File: src/inc/sdl_pkg.sv
package sdl_pkg;
    localparam int ADDR_W = 4;
    localparam int DATA_SEL = 0;
    localparam int IDX_LO = 1;
    localparam logic [2:0] IDX_CMD = 3'h0;
    localparam logic [2:0] IDX_MODE = 3'h1;
    localparam logic [2:0] IDX_SPECIAL = 3'h1;
    localparam logic [2:0] IDX_RXCTL = 3'h3;
    localparam logic [2:0] IDX_TXCTL = 3'h5;
    localparam logic [2:0] IDX_STATION = 3'h6;
    localparam int MODE_EXT_IE = 0;
    localparam int MODE_MIE = 1;
    localparam int MODE_RXI_LO = 3;
    localparam int MODE_DMA_RX = 5;
    localparam int MODE_DMA_EN = 7;
    localparam int RXCTL_EN = 0;
    localparam int TXCTL_CRC = 0;
    localparam int TXCTL_RTS = 1;
    localparam int TXCTL_EN = 3;
    localparam int SP_EOF = 0;
    localparam int SP_OVERRUN = 1;
    localparam logic [7:0] REG_RST = 8'h00;
    localparam logic [7:0] CMD_RST_EXT = 8'h10;
    localparam logic [7:0] CMD_RX_NEXT = 8'h20;
    localparam logic [7:0] CMD_RST_ERR = 8'h30;
    localparam logic [7:0] CMD_RST_UNDERRUN = 8'hC0;
    localparam int ST_RX_AVAIL = 0;
    localparam int ST_CRC_ERR = 1;
    localparam int ST_TX_EMPTY = 2;
    localparam int ST_CARRIER = 3;
    localparam int ST_EOF = 4;
    localparam int ST_CTS = 5;
    localparam int ST_EOM = 6;
    localparam int ST_ABORT = 7;
    localparam logic [7:0] FLAG = 8'h7E;
    localparam logic [15:0] CRC_PRESET = 16'hFFFF;
    localparam logic [15:0] CRC_POLY = 16'h8408;
    localparam logic [15:0] CRC_GOOD = 16'hF0B8;
    localparam logic [4:0] UNIT_BYTE = 5'h08;
    localparam logic [4:0] UNIT_CRC = 5'h10;
    localparam logic [2:0] ONES_STUFF = 3'h5;
    localparam logic [2:0] ONES_ABORT = 3'h6;
    localparam logic [2:0] RX_END_BITS = 3'h6;
    localparam logic [2:0] RX_LAST_BIT = 3'h7;

    typedef enum logic [1:0] {
        RXI_OFF = 2'b00,
        RXI_FIRST = 2'b01,
        RXI_ALL = 2'b10,
        RXI_SPECIAL = 2'b11
    } sdl_rxi_t;

    typedef enum logic [1:0] {
        TX_OFF = 2'b00,
        TX_FLAG = 2'b01,
        TX_DATA = 2'b10,
        TX_CRC = 2'b11
    } sdl_tx_t;

    typedef enum logic [1:0] {
        RX_HUNT = 2'b00,
        RX_ADDR = 2'b01,
        RX_DATA = 2'b10,
        RX_SKIP = 2'b11
    } sdl_rx_t;

    function automatic logic [15:0] crc_bit(input logic [15:0] c, input logic b);
        crc_bit = (c >> 1) ^ ((c[0] ^ b) ? CRC_POLY : 16'h0000);
    endfunction

    function automatic logic [15:0] crc_byte(input logic [15:0] c, input logic [7:0] d);
        logic [15:0] r;
        r = c;
        for (int i = 0; i < 8; i++) begin
            r = crc_bit(r, d[i]);
        end
        crc_byte = r;
    endfunction
endpackage

File: src/verilog/sdl_link_channel.sv
// The address map and the address-and-strobe port were chosen for this implementation.
`timescale 1ns/1ps
// Notes on behaviour
// - no frame starts while line activity shown
// - receive data captured on opposite clock edge
// - transmit dma requests while buffer empty
// - receive dma requests while character held
// - end of message, crc error in status
// - external status changes and break interrupt
// - receive interrupt first, all, or special
// - command c0h resets transmit underrun latch
// - first byte matched against station address
// - idle flags 7eh sent between frames
// - status d2 shows transmit buffer empty
// - status d0 clears when fifo empty
// - low address bit selects command or data
// - transmission starts once dma feeds buffer
module sdl_link_channel #(
    parameter int FIFO_DEPTH = 3
) (
    input wire logic clk,
    input wire logic reset,
    input wire logic [sdl_pkg::ADDR_W-1:0] reg_addr,
    input wire logic [7:0] reg_wdata,
    input wire logic reg_wr,
    input wire logic reg_rd,
    output logic [7:0] reg_rdata,
    input wire logic transmit_bit_clock,
    input wire logic receive_bit_clock,
    input wire logic rx_line_data,
    input wire logic clear_to_send_n,
    input wire logic carrier_sense_n,
    input wire logic early_line_activity_n,
    output logic tx_line_data,
    output logic request_to_send_n,
    output logic wait_request_n,
    output logic interrupt_n
);
    import sdl_pkg::*;

    localparam int PTR_W = (FIFO_DEPTH > 1) ? $clog2(FIFO_DEPTH) : 1;
    localparam int CNT_W = $clog2(FIFO_DEPTH + 1);

    function automatic logic [PTR_W-1:0] ptr_inc(input logic [PTR_W-1:0] p);
        ptr_inc = (p == PTR_W'(FIFO_DEPTH - 1)) ? '0 : p + 1'b1;
    endfunction

    // pin synchronisers: bit 0 tx clock, 1 rx clock, 2 rx data, 3 cts, 4 carrier, 5 activity
    logic [5:0] s1_ff, s2_ff, s3_ff;
    always_ff @(posedge clk) begin
        if (reset) begin
            s1_ff <= 6'h3F;
            s2_ff <= 6'h3F;
            s3_ff <= 6'h3F;
        end else begin
            s1_ff <= {early_line_activity_n, carrier_sense_n, clear_to_send_n,
                      rx_line_data, receive_bit_clock, transmit_bit_clock};
            s2_ff <= s1_ff;
            s3_ff <= s2_ff;
        end
    end

    wire tx_fall = s3_ff[0] & ~s2_ff[0];
    // sampling on the falling edge acts as the inverted receive clock
    wire rx_fall = s3_ff[1] & ~s2_ff[1];
    wire rx_bit = s2_ff[2];
    wire cts_n_s = s2_ff[3];
    wire dcd_n_s = s2_ff[4];
    wire ela_n_s = s2_ff[5];
    wire modem_chg = (s3_ff[3] ^ s2_ff[3]) | (s3_ff[4] ^ s2_ff[4]);

    // register bus decode
    wire data_acc = reg_addr[DATA_SEL];
    wire [2:0] idx = reg_addr[IDX_LO +: 3];
    wire cfg_wr = reg_wr & ~data_acc;
    wire cmd_wr = cfg_wr & (idx == IDX_CMD);
    wire cmd_undr = cmd_wr & (reg_wdata == CMD_RST_UNDERRUN);
    wire cmd_ext = cmd_wr & (reg_wdata == CMD_RST_EXT);
    wire cmd_err = cmd_wr & (reg_wdata == CMD_RST_ERR);
    wire cmd_next = cmd_wr & (reg_wdata == CMD_RX_NEXT);
    wire tx_wr = reg_wr & data_acc;

    logic [7:0] mode_ff, rxctl_ff, txctl_ff, station_ff;
    always_ff @(posedge clk) begin
        if (reset) begin
            mode_ff <= REG_RST;
            rxctl_ff <= REG_RST;
            txctl_ff <= REG_RST;
            station_ff <= REG_RST;
        end else if (cfg_wr) begin
            if (idx == IDX_MODE) mode_ff <= reg_wdata;
            if (idx == IDX_RXCTL) rxctl_ff <= reg_wdata;
            if (idx == IDX_TXCTL) txctl_ff <= reg_wdata;
            if (idx == IDX_STATION) station_ff <= reg_wdata;
        end
    end

    wire tx_en = txctl_ff[TXCTL_EN];
    wire rx_en = rxctl_ff[RXCTL_EN];
    wire [1:0] rxi_mode = mode_ff[MODE_RXI_LO +: 2];
    // internal copy of the collision gate, so an ungated transceiver is still safe
    wire tx_go = txctl_ff[TXCTL_RTS] & ~cts_n_s & ela_n_s;

    // transmitter
    sdl_tx_t tx_state_ff, nxt_tx_state;
    logic [15:0] tx_sh_ff, nxt_tx_sh, tx_crc_ff, nxt_tx_crc;
    logic [4:0] tx_cnt_ff, nxt_tx_cnt;
    logic [2:0] tx_ones_ff, nxt_tx_ones;
    logic [7:0] tx_buf_ff;
    logic tx_full_ff, tx_line_ff, nxt_tx_line, undr_ff, nxt_undr, tx_load;

    always_comb begin
        nxt_tx_state = tx_state_ff;
        nxt_tx_sh = tx_sh_ff;
        nxt_tx_cnt = tx_cnt_ff;
        nxt_tx_ones = tx_ones_ff;
        nxt_tx_crc = tx_crc_ff;
        nxt_tx_line = tx_line_ff;
        // clear first, so an underrun in the same cycle still sets the latch
        nxt_undr = undr_ff & ~cmd_undr;
        tx_load = 1'b0;
        if (tx_cnt_ff == 5'h00) begin
            nxt_tx_ones = 3'h0;
            nxt_tx_cnt = UNIT_BYTE;
            nxt_tx_sh = {8'h00, FLAG};
            case (tx_state_ff)
                TX_OFF: begin
                    if (tx_en) nxt_tx_state = TX_FLAG;
                    else nxt_tx_cnt = 5'h00;
                end
                TX_FLAG: begin
                    if (!tx_en) begin
                        nxt_tx_state = TX_OFF;
                        nxt_tx_cnt = 5'h00;
                        nxt_tx_line = 1'b1;
                    end else if (tx_full_ff && tx_go) begin
                        nxt_tx_state = TX_DATA;
                        nxt_tx_sh = {8'h00, tx_buf_ff};
                        nxt_tx_crc = CRC_PRESET;
                        tx_load = 1'b1;
                    end
                end
                TX_DATA: begin
                    nxt_tx_ones = tx_ones_ff;
                    if (tx_full_ff) begin
                        nxt_tx_sh = {8'h00, tx_buf_ff};
                        tx_load = 1'b1;
                    end else if (!undr_ff && txctl_ff[TXCTL_CRC]) begin
                        // underrun with latch reset and crc enabled closes the frame with its crc
                        nxt_tx_state = TX_CRC;
                        nxt_tx_sh = ~tx_crc_ff;
                        nxt_tx_cnt = UNIT_CRC;
                        nxt_undr = 1'b1;
                    end else begin
                        nxt_tx_state = TX_FLAG;
                        nxt_tx_ones = 3'h0;
                        nxt_undr = 1'b1;
                    end
                end
                default: nxt_tx_state = TX_FLAG;
            endcase
        end else if (tx_fall) begin
            if (tx_state_ff != TX_FLAG && tx_ones_ff == ONES_STUFF) begin
                nxt_tx_line = 1'b0;
                nxt_tx_ones = 3'h0;
            end else begin
                nxt_tx_line = tx_sh_ff[0];
                nxt_tx_sh = {1'b0, tx_sh_ff[15:1]};
                nxt_tx_cnt = tx_cnt_ff - 5'h01;
                nxt_tx_ones = tx_sh_ff[0] ? tx_ones_ff + 3'h1 : 3'h0;
                if (tx_state_ff == TX_DATA) nxt_tx_crc = crc_bit(tx_crc_ff, tx_sh_ff[0]);
            end
        end
    end

    always_ff @(posedge clk) begin
        if (reset) begin
            tx_state_ff <= TX_OFF;
            tx_sh_ff <= 16'h0000;
            tx_crc_ff <= CRC_PRESET;
            tx_cnt_ff <= 5'h00;
            tx_ones_ff <= 3'h0;
            tx_line_ff <= 1'b1;
            undr_ff <= 1'b1;
        end else begin
            tx_state_ff <= nxt_tx_state;
            tx_sh_ff <= nxt_tx_sh;
            tx_crc_ff <= nxt_tx_crc;
            tx_cnt_ff <= nxt_tx_cnt;
            tx_ones_ff <= nxt_tx_ones;
            tx_line_ff <= nxt_tx_line;
            undr_ff <= nxt_undr;
        end
    end

    // a host write wins over the shifter taking the byte
    always_ff @(posedge clk) begin
        if (reset) begin
            tx_buf_ff <= 8'h00;
            tx_full_ff <= 1'b0;
        end else if (tx_wr) begin
            tx_buf_ff <= reg_wdata;
            tx_full_ff <= 1'b1;
        end else if (tx_load) begin
            tx_full_ff <= 1'b0;
        end
    end

    // receiver
    sdl_rx_t rx_state_ff, nxt_rx_state;
    logic [7:0] rx_hist_ff, nxt_rx_hist, rx_sh_ff, nxt_rx_sh, rx_byte;
    logic [2:0] rx_bits_ff, nxt_rx_bits, rx_ones_ff, nxt_rx_ones;
    logic [15:0] rx_crc_ff, nxt_rx_crc;
    logic rx_push, set_eof, set_crc, set_abort;
    wire [7:0] win = {rx_bit, rx_hist_ff[7:1]};

    always_comb begin
        nxt_rx_state = rx_state_ff;
        nxt_rx_hist = rx_hist_ff;
        nxt_rx_sh = rx_sh_ff;
        nxt_rx_bits = rx_bits_ff;
        nxt_rx_ones = rx_ones_ff;
        nxt_rx_crc = rx_crc_ff;
        rx_byte = {rx_bit, rx_sh_ff[7:1]};
        rx_push = 1'b0;
        set_eof = 1'b0;
        set_crc = 1'b0;
        set_abort = 1'b0;
        if (!rx_en) begin
            nxt_rx_state = RX_HUNT;
        end else if (rx_fall) begin
            nxt_rx_hist = win;
            if (win == FLAG) begin
                if (rx_state_ff == RX_DATA && rx_bits_ff == RX_END_BITS) begin
                    set_eof = 1'b1;
                    set_crc = (rx_crc_ff != CRC_GOOD);
                end
                nxt_rx_state = RX_ADDR;
                nxt_rx_bits = 3'h0;
                nxt_rx_ones = 3'h0;
                nxt_rx_crc = CRC_PRESET;
            end else if (rx_ones_ff == ONES_ABORT && rx_bit) begin
                // seven ones: abort, reported as a break
                set_abort = (rx_state_ff != RX_HUNT);
                nxt_rx_state = RX_HUNT;
            end else if (rx_ones_ff >= ONES_STUFF) begin
                nxt_rx_ones = rx_bit ? ONES_ABORT : 3'h0;
            end else begin
                nxt_rx_ones = rx_bit ? rx_ones_ff + 3'h1 : 3'h0;
                nxt_rx_sh = rx_byte;
                nxt_rx_bits = rx_bits_ff + 3'h1;
                if (rx_bits_ff == RX_LAST_BIT) begin
                    nxt_rx_crc = crc_byte(rx_crc_ff, rx_byte);
                    case (rx_state_ff)
                        RX_ADDR: begin
                            if (rx_byte == station_ff) begin
                                nxt_rx_state = RX_DATA;
                                rx_push = 1'b1;
                            end else begin
                                nxt_rx_state = RX_SKIP;
                            end
                        end
                        RX_DATA: rx_push = 1'b1;
                        default: ;
                    endcase
                end
            end
        end
    end

    always_ff @(posedge clk) begin
        if (reset) begin
            rx_state_ff <= RX_HUNT;
            rx_hist_ff <= 8'h00;
            rx_sh_ff <= 8'h00;
            rx_bits_ff <= 3'h0;
            rx_ones_ff <= 3'h0;
            rx_crc_ff <= CRC_PRESET;
        end else begin
            rx_state_ff <= nxt_rx_state;
            rx_hist_ff <= nxt_rx_hist;
            rx_sh_ff <= nxt_rx_sh;
            rx_bits_ff <= nxt_rx_bits;
            rx_ones_ff <= nxt_rx_ones;
            rx_crc_ff <= nxt_rx_crc;
        end
    end

    // receive fifo; a byte arriving while full is dropped and flagged
    logic [7:0] rx_mem_ff [FIFO_DEPTH];
    logic [PTR_W-1:0] rd_ptr_ff, wr_ptr_ff;
    logic [CNT_W-1:0] rx_cnt_ff;
    wire rx_avail = (rx_cnt_ff != '0);
    wire rx_full = (rx_cnt_ff == CNT_W'(FIFO_DEPTH));
    wire rx_pop = reg_rd & data_acc & rx_avail;
    wire do_push = rx_push & ~rx_full;
    wire set_ovr = rx_push & rx_full;

    always_ff @(posedge clk) begin
        if (do_push) rx_mem_ff[wr_ptr_ff] <= rx_byte;
    end

    always_ff @(posedge clk) begin
        if (reset) begin
            rd_ptr_ff <= '0;
            wr_ptr_ff <= '0;
            rx_cnt_ff <= '0;
        end else begin
            if (do_push) wr_ptr_ff <= ptr_inc(wr_ptr_ff);
            if (rx_pop) rd_ptr_ff <= ptr_inc(rd_ptr_ff);
            if (do_push && !rx_pop) rx_cnt_ff <= rx_cnt_ff + 1'b1;
            else if (rx_pop && !do_push) rx_cnt_ff <= rx_cnt_ff - 1'b1;
        end
    end

    // sticky conditions: hardware set wins over the clearing command
    logic eof_ff, crc_err_ff, ovr_ff, abort_ff, ext_pend_ff, first_pend_ff, armed_ff;
    always_ff @(posedge clk) begin
        if (reset) begin
            eof_ff <= 1'b0;
            crc_err_ff <= 1'b0;
            ovr_ff <= 1'b0;
            abort_ff <= 1'b0;
            ext_pend_ff <= 1'b0;
            first_pend_ff <= 1'b0;
            armed_ff <= 1'b1;
        end else begin
            eof_ff <= set_eof | (eof_ff & ~cmd_err);
            crc_err_ff <= set_crc | (crc_err_ff & ~cmd_err);
            ovr_ff <= set_ovr | (ovr_ff & ~cmd_err);
            abort_ff <= set_abort | (abort_ff & ~cmd_ext);
            ext_pend_ff <= modem_chg | set_abort | (ext_pend_ff & ~cmd_ext);
            first_pend_ff <= (do_push & armed_ff) | (first_pend_ff & ~cmd_next & ~rx_pop);
            armed_ff <= cmd_next | (armed_ff & ~do_push);
        end
    end

    // interrupt sources, gated by the master enable
    wire special = ovr_ff | eof_ff | crc_err_ff;
    wire rx_int = ((rxi_mode == RXI_FIRST) & first_pend_ff) | ((rxi_mode == RXI_ALL) & rx_avail)
        | ((rxi_mode != RXI_OFF) & special);
    wire ext_int = mode_ff[MODE_EXT_IE] & ext_pend_ff;
    wire any_int = mode_ff[MODE_MIE] & (rx_int | ext_int);

    // dma request: transmit wants an empty buffer, receive a held character
    wire dma_want = mode_ff[MODE_DMA_RX] ? rx_avail : (tx_en & ~tx_full_ff);
    wire dma_req = mode_ff[MODE_DMA_EN] & dma_want;

    logic [7:0] main_status;
    always_comb begin
        main_status = 8'h00;
        main_status[ST_RX_AVAIL] = rx_avail;
        main_status[ST_CRC_ERR] = crc_err_ff;
        main_status[ST_TX_EMPTY] = ~tx_full_ff;
        main_status[ST_CARRIER] = ~dcd_n_s;
        main_status[ST_EOF] = eof_ff;
        main_status[ST_CTS] = ~cts_n_s;
        main_status[ST_EOM] = undr_ff;
        main_status[ST_ABORT] = abort_ff;
    end

    logic [7:0] special_status, cfg_read, rd_value;
    always_comb begin
        special_status = 8'h00;
        special_status[SP_EOF] = eof_ff;
        special_status[SP_OVERRUN] = ovr_ff;
    end

    assign cfg_read = (idx == IDX_CMD) ? main_status :
                      (idx == IDX_SPECIAL) ? special_status :
                      (idx == IDX_RXCTL) ? rxctl_ff :
                      (idx == IDX_TXCTL) ? txctl_ff :
                      (idx == IDX_STATION) ? station_ff : 8'h00;
    assign rd_value = data_acc ? (rx_avail ? rx_mem_ff[rd_ptr_ff] : 8'h00) : cfg_read;

    logic [7:0] rdata_ff;
    logic rts_n_ff, wreq_n_ff, int_n_ff;
    always_ff @(posedge clk) begin
        if (reset) begin
            rdata_ff <= 8'h00;
            rts_n_ff <= 1'b1;
            wreq_n_ff <= 1'b1;
            int_n_ff <= 1'b1;
        end else begin
            rdata_ff <= reg_rd ? rd_value : 8'h00;
            rts_n_ff <= ~txctl_ff[TXCTL_RTS];
            wreq_n_ff <= ~dma_req;
            int_n_ff <= ~any_int;
        end
    end

    assign reg_rdata = rdata_ff;
    assign tx_line_data = tx_line_ff;
    assign request_to_send_n = rts_n_ff;
    assign wait_request_n = wreq_n_ff;
    assign interrupt_n = int_n_ff;
endmodule

File: config.mk
export PLATFORM = sky130hd
export DESIGN_NAME = sdl_link_channel
export DESIGN_NICKNAME = d
export VERILOG_FILES = /design/src/inc/sdl_pkg.sv /design/src/verilog/sdl_link_channel.sv
export SDC_FILE = /design/constraint.sdc
export NUM_CORES = 1
export LEC_CHECK = 0
export BUFFER_PORTS_ARGS = -buffer_cell sky130_fd_sc_hd__buf_4
export CAP_MARGIN = 5
export CORE_ASPECT_RATIO = 0.6
export CORE_MARGIN = 2
export CORE_UTILIZATION = 60
export DETAILED_ROUTE_END_ITERATION = 10
export PLACE_DENSITY = 0.87
export SLEW_MARGIN = 25
export SYNTH_ARGS = -nofsm -noshare
export SYNTH_HDL_FRONTEND = slang
export SYNTH_SLANG_ARGS = --single-unit
File: constraint.sdc
create_clock -name clk -period 3.9 [get_ports clk]
set_clock_uncertainty 0.15 [all_clocks]
set_input_delay 0.195 -clock clk [delete_from_list [all_inputs] [get_ports clk]]
set_output_delay 0.195 -clock clk [all_outputs]
set_load 0.01 [all_outputs]
## After elaboration in Yosys (flattened, before gate mapping)

Memories as Yosys holds them, arrays and structs flattened. A register that Yosys moved wholly into a read port is not among the register bits.
Index checks and enable logic that the tools add are counted.

| cells by class | value |
|---|---|
| reductions and logical operators | 41 |
| $lt $le $gt $ge | 1 |
| equal/unequal tests | 38 |
| $add $sub $neg | 8 |
| bitwise gates (word level) | 88 |
| mux-type cells | 113 |

Operators by type and width:

| kind | number |
|---|---|
| $mux 16 | 25 |
| $xor 15x16->16 | 9 |
| $mux 8 | 9 |
| $mux 3 | 15 |
| $mux 1 | 37 |
| $and 1x1->1 | 32 |
| $mux 2 | 16 |
| $pmux 16 s2 | 1 |
| $mux 5 | 5 |
| $not 1->1 | 21 |
| $eq 3x3->1 const B | 6 |
| $eq 8x6->1 const B | 2 |
| $ne 16x16->1 const B | 1 |
| $not 16->16 | 1 |
| $reduce_bool 2->1 | 8 |
| $ne 2x2->1 const B | 7 |
| $or 1x1->1 | 14 |
| $eq 2x2->1 const B | 6 |
| $ne 3x3->1 const B | 4 |
| $reduce_and 2->1 | 6 |
| $reduce_and 4->1 | 3 |
| $xor 1x1->1 | 11 |
| $pmux 5 s2 | 1 |
| $reduce_and 5->1 | 2 |
| other kinds (25) | 47 |

| storage, ports and cells | value |
|---|---|
| RAM bits | 24 |
| memories kept | 1 |
| bits in registers | 166 |
| input bits | 22 |
| output and inout port bits | 12 |
| logic and storage cells | 326 |

Memories:

| name | words | bits a word | read ports | clocked after Yosys merged registers in | write ports | RTL line | RTL |
|---|---|---|---|---|---|---|---|
| rx_mem_ff | 3 | 8 | 1 | 1 | 1 | sdl_link_channel.sv:290 | `logic [7:0] rx_mem_ff [FIFO_DEPTH];` |

## Logic depth before layout (Yosys ltp)

| logic depth | value |
|---|---|
| word-level depth | 28 |
| depth in mapped cells | 12 |
| depth with buffers taken out | 11 |

## Worst setup path before layout

No wires, ideal clock.

| path | value |
|---|---|
| path kind | reg2reg |
| start point | register rx_ones_ff[1] |
| end point | memory rx_mem_ff[2][0] (enable) |
| setup time | 385 ps |
| buffers on the path | 0 |
| stages on the path, launching flop included | 8 |
| setup slack | 1192 ps |
| required time | 3365 ps |
| period minus slack after synthesis | 2708 ps |
| arrival time | 2172 ps |
| cell sequence | dfxtp_1 -> inv_1 -> ha_1 -> o21ai_1 -> and2_0 -> and4_4 -> o211ai_4 -> nor3b_1 |

| on the way | value |
|---|---|
| cells in the longest elaborated chain, start to end | 9 |
| elaborated cells on any way between the ends | 11 |
| those cells by class | order compare: 1; eq/ne: 1; mux: 7; bitwise: 1; reduce/logical: 1 |

RTL lines:

| element | RTL line | RTL |
|---|---|---|
| from (decl) | sdl_link_channel.sv:212 | `logic [2:0] rx_bits_ff, nxt_rx_bits, rx_ones_ff, nxt_rx_ones;` |
| from (signal assigned) | sdl_link_channel.sv:284 | `rx_ones_ff <= nxt_rx_ones;` |
| $ge 3x3->1 or $eq 3x3->1 (tied branches) | sdl_link_channel.sv:246, sdl_link_channel.sv:242 |  |
| $mux 1 or $logic_and 1x1->1 (tied branches) | sdl_link_channel.sv:246, sdl_link_channel.sv:242 |  |
| $mux 1 (*) | sdl_link_channel.sv:242 | `end else if (rx_ones_ff == ONES_ABORT && rx_bit) begin` |
| $mux 1 (*) | sdl_link_channel.sv:233 | `if (win == FLAG) begin` |
| $mux 1 (*) | sdl_link_channel.sv:231 | `end else if (rx_fall) begin` |
| $mux 1 (*) | sdl_link_channel.sv:229 | `if (!rx_en) begin` |
| $and 1x1->1 (*) | sdl_link_channel.sv:296 | `wire do_push = rx_push & ~rx_full;` |
| $mux 1 (*) | sdl_link_channel.sv:300 | `if (do_push) rx_mem_ff[wr_ptr_ff] <= rx_byte;` |
| $mux 1 (implied by the code) (*) | sdl_link_channel.sv:300 |  |
| to (decl) | sdl_link_channel.sv:290 |  |

Mark *: on every way between the ends. The rest lies on a longest branch, timed or not.

## Worst setup path after layout

| path | value |
|---|---|
| start point | register rx_ones_ff[0] |
| end point | register rx_cnt_ff[1] |

| on the way | value |
|---|---|
| cells in the longest elaborated chain, start to end | 10 |
| elaborated cells on any way between the ends | 14 |
| those cells by class | order compare: 1; eq/ne: 1; mux: 6; bitwise: 1; reduce/logical: 5 |

RTL lines:

| element | RTL line | RTL |
|---|---|---|
| $ge 3x3->1 or $eq 3x3->1 (tied branches) | sdl_link_channel.sv:246, sdl_link_channel.sv:242 |  |
| $mux 1 or $logic_and 1x1->1 (tied branches) | sdl_link_channel.sv:246, sdl_link_channel.sv:242 |  |
| $mux 1 (*) | sdl_link_channel.sv:242 |  |
| $mux 1 (*) | sdl_link_channel.sv:233 |  |
| $mux 1 (*) | sdl_link_channel.sv:231 |  |
| $mux 1 (*) | sdl_link_channel.sv:229 |  |
| $and 1x1->1 (*) | sdl_link_channel.sv:296 |  |
| via do_push | sdl_link_channel.sv:296 |  |
| $logic_not 1->1 | sdl_link_channel.sv:312 | `else if (rx_pop && !do_push) rx_cnt_ff <= rx_cnt_ff - 1'b1;` |
| $logic_and 1x1->1 | sdl_link_channel.sv:312 |  |
| $reduce_bool 2->1 (no line) | -- |  |
| to (signal assigned) | sdl_link_channel.sv:311 | `if (do_push && !rx_pop) rx_cnt_ff <= rx_cnt_ff + 1'b1;` |
| to (signal assigned) | sdl_link_channel.sv:312 |  |
| to (decl) | sdl_link_channel.sv:292 | `logic [CNT_W-1:0] rx_cnt_ff;` |

Mark *: on every way through the listed nets, which the timed path passes. The rest lies on a longest branch.
A chain may end at the register's enable or synchronous reset.

==> flow_summary.json <==
{
  "cts_setup_buffers": 0,
  "syn_inst": 880,
  "grt_usage_pct": 27.7,
  "power.density_nw_per_um2": 412,
  "fin_setup_tns_ns": 0,
  "drt-initial-drc-count": 737,
  "antenna_found_initial": 0,
  "drt_pass1_iterations": 8,
  "synth_warnings": 0,
  "core_sq_um": 13700,
  "synth_nets": 920,
  "hold_viol": 0,
  "rsz0062_at_grt": "false",
  "cts_buffers": 17,
  "yosysTopAreaCell": "dfxtp_1",
  "synth_top_area_share_pct": 38.8,
  "drv_slew": 0,
  "wl_per_cell_um": 17.7,
  "drc": 0,
  "synth-edff-count": 24,
  "n_antenna_cell": 0,
  "finish.net_count": 942,
  "start_util_pct": 61.5,
  "critPathMaxFanout": 11,
  "crit_path_end_kind": "flop",
  "syn_area_sq_um": 8400,
  "clock_latency_ns": 0.43,
  "die_h_um": 95.7,
  "hold_path.class": "input pin to flop",
  "peakVddDrop_mv": 0.307,
  "status": "finished, final reports clean",
  "clock-sinks": 187,
  "postLayoutCoreUtil_pct": 69.0,
  "min_to": "reg_rdata[0]",
  "ys_types": 74,
  "tightest_slew_ns": 0.883,
  "worstSetupStartpointType": "flop",
  "synth_area_leaders": "dfxtp_1 39%, edfxtp_1 8.6%, mux2i_1 5.8%, nor2_1 4.0%, nand2b_1 3.4%",
  "slew_headroom_pct": 41.1,
  "grt_pass1_vias": 6178,
  "wl_mm": 19.6,
  "hp-start": "reg_rd",
  "grt_max_degree": 102,
  "grt_pass1_wl_mm": 31.8,
  "dpl_worst_slack_ns": 0.967,
  "cts_root_buffer": "clkbuf_16",
  "die-area_sq_um": 15000,
  "reg2reg_from": "rx_ones_ff[0]",
  "dpl-instance-area_sq_um": 8700,
  "rrSetupSlack_ns": 0.93,
  "htree_levels": 4,
  "clk_pin_slew_worst_paths_ns": 0.07,
  "setup_slack_ns": 0.935,
  "syn2layout_area_growth_pct": 12.3,
  "dp_hpwl_mm": 13.1,
  "synth.avg_cell_area_sq_um": 9.55,
  "routed_via_density": 6.04,
  "layout_min_cycle_time_ns": 2.97,
  "final_area_sq_um": 9440,
  "ant_nets": 0,
  "clockBufferDepth": 2,
  "overflow": 0,
  "vias": 6691,
  "io_pins": 34,
  "gp_congestion": 0.855,
  "portBuffers": 33,
  "drive_gt1_share_pct": 12.7,
  "ys_ff_latch": 187,
  "ys.flop_type": "dfxtp_1",
  "crit_arrival_ns": 3.16,
  "rr_endpoint": "rx_cnt_ff[1]",
  "r2r_cells": 10,
  "period_share_pct": 76.0,
  "leakagePower_nw": 3.38,
  "path_class": "flop to flop",
  "crit_required_ns": 4.10,
  "fmax_mhz": 337,
  "synthArstFlopShare_pct": 0,
  "rows": 33,
  "finalSetupViolCount": 0,
  "hold_depth": 3,
  "max_cap_viol_count": 0,
  "ys_seq_area_share_pct": 47.4,
  "die_w_um": 157,
  "cts_tree": "built"
}
-- report_power, final --
part           internal [W]  switching, W  total (W)  leakage (nW)
Sequential          0.00197     0.0000239    0.00200          1.54
Combinational     0.0000933      0.000130   0.000224          1.56
Clock              0.000851      0.000820    0.00167         0.276
Total               0.00292      0.000974    0.00389          3.38
-- layer usage --
layer  global-route usage [%]  routed length, um  up-vias
met4                     8.87                302        0
li1                         -                  -     3152
met2                     40.3               8120      341
met5                        0                  0        -
met1                     40.8               9180     3167
met3                     6.27               1960       31
-- worst max path at each step --
stage	endpoint	depth (start not counted)	startpoint	slack [ns]
detailed placement	rx_cnt_ff[1]	10	rx_ones_ff[0]	0.97
CTS	rx_cnt_ff[1]	10	rx_ones_ff[0]	0.95
global placement	rx_cnt_ff[1]	10	rx_ones_ff[0]	1.12
global route	rx_cnt_ff[1]	10	rx_ones_ff[0]	0.73
floorplan	rx_mem_ff[2][0]	7	rx_ones_ff[1]	1.19
finish	rx_cnt_ff[1]	10	rx_ones_ff[0]	0.93
-- flip-flops by register name, indices dropped and copies added (netlist names), 4 cells and up, named ones only --
register,cells
tx_cnt_ff,5
rx_mem_ff,24
rx_sh_ff,7
txctl_ff,8
reg_rdata,8
mode_ff,6
tx_buf_ff,8
tx_sh_ff,16
station_ff,8
rxctl_ff,8
rx_crc_ff,16
s1_ff,6
s2_ff,6
tx_crc_ff,16
rx_hist_ff,7
s3_ff,4
-- timing repair --
action,CTS,global route
hold endpoints to repair,45,0
hold buffers,16,0
resized for setup,0,0
-- cell usage after synthesis, types with 15 or more instances --
library cell  instances
a21oi_1              48
nor3_1               15
inv_1                23
o21ai_0              30
o22ai_1              32
nand2_1              59
xnor2_1              27
dfxtp_1             163
clkbuf_1             34
or2_2                19
nand2b_1             46
mux2i_1              49
nor2_1               90
ha_1                 18
edfxtp_1             24
-- layout by cell type (no fill, tap or decap), drive strengths merged, types with 19 or more instances in the layout --
cell type  netlist  routed
a21oi           48      48
buf             22      43
dfxtp          163     163
edfxtp          24      24
inv             23      31
mux2i           49      49
nand2           60      60
nand2b          46      46
nor2            90      90
nor3            19      19
o21ai           32      32
o22ai           32      32
or2             19      19
xnor2           27      27
-- cell type report --
cell class	instances	area, sq um
multi-input combinational	613	4070
sequential	187	3980
clock buffer	17	425
tap	192	240
fill	1020	4230
clock inverter	15	149
inverter	24	90.1
timing repair buffer	59	483
-- cells by family after synthesis --
| kind of cell | count (synthesis) | synth area share (%) |
|---|---|---|
| adders and majority gates | 18 | 2.68 |
| DFF | 187 | 47.4 |
| xor gates and xnor gates | 41 | 4.27 |
| buffers and inverters | 80 | 4.26 |
| AOI/OAI and AO/OA | 200 | 15.8 |
| muxes | 50 | 6.01 |
| and+or+nand+nor | 304 | 19.5 |
-- through the flow --
step           power (W)  hold slack [ns]  instances
5_1_grt          0.00401            0.121       1107
3_5_place_dp     0.00224            0.233       1059
6_report         0.00389           0.0860       1107
2_1_floorplan    0.00218            0.149        880
4_1_cts          0.00390           0.0738       1107
3_3_place_gp     0.00224            0.229       1059
-- critical path, cell delays in order, from the launching register on --
cell,delay [ns]
dfxtp_1,0.39
inv_1,0.08
ha_1,0.20
and3_1,0.22
nor2_1,0.50
and4_4,0.34
o211ai_4,0.12
inv_1,0.10
ha_1,0.25
or3_1,0.39
a21oi_1,0.15
(Power assumes the default switching activity.)
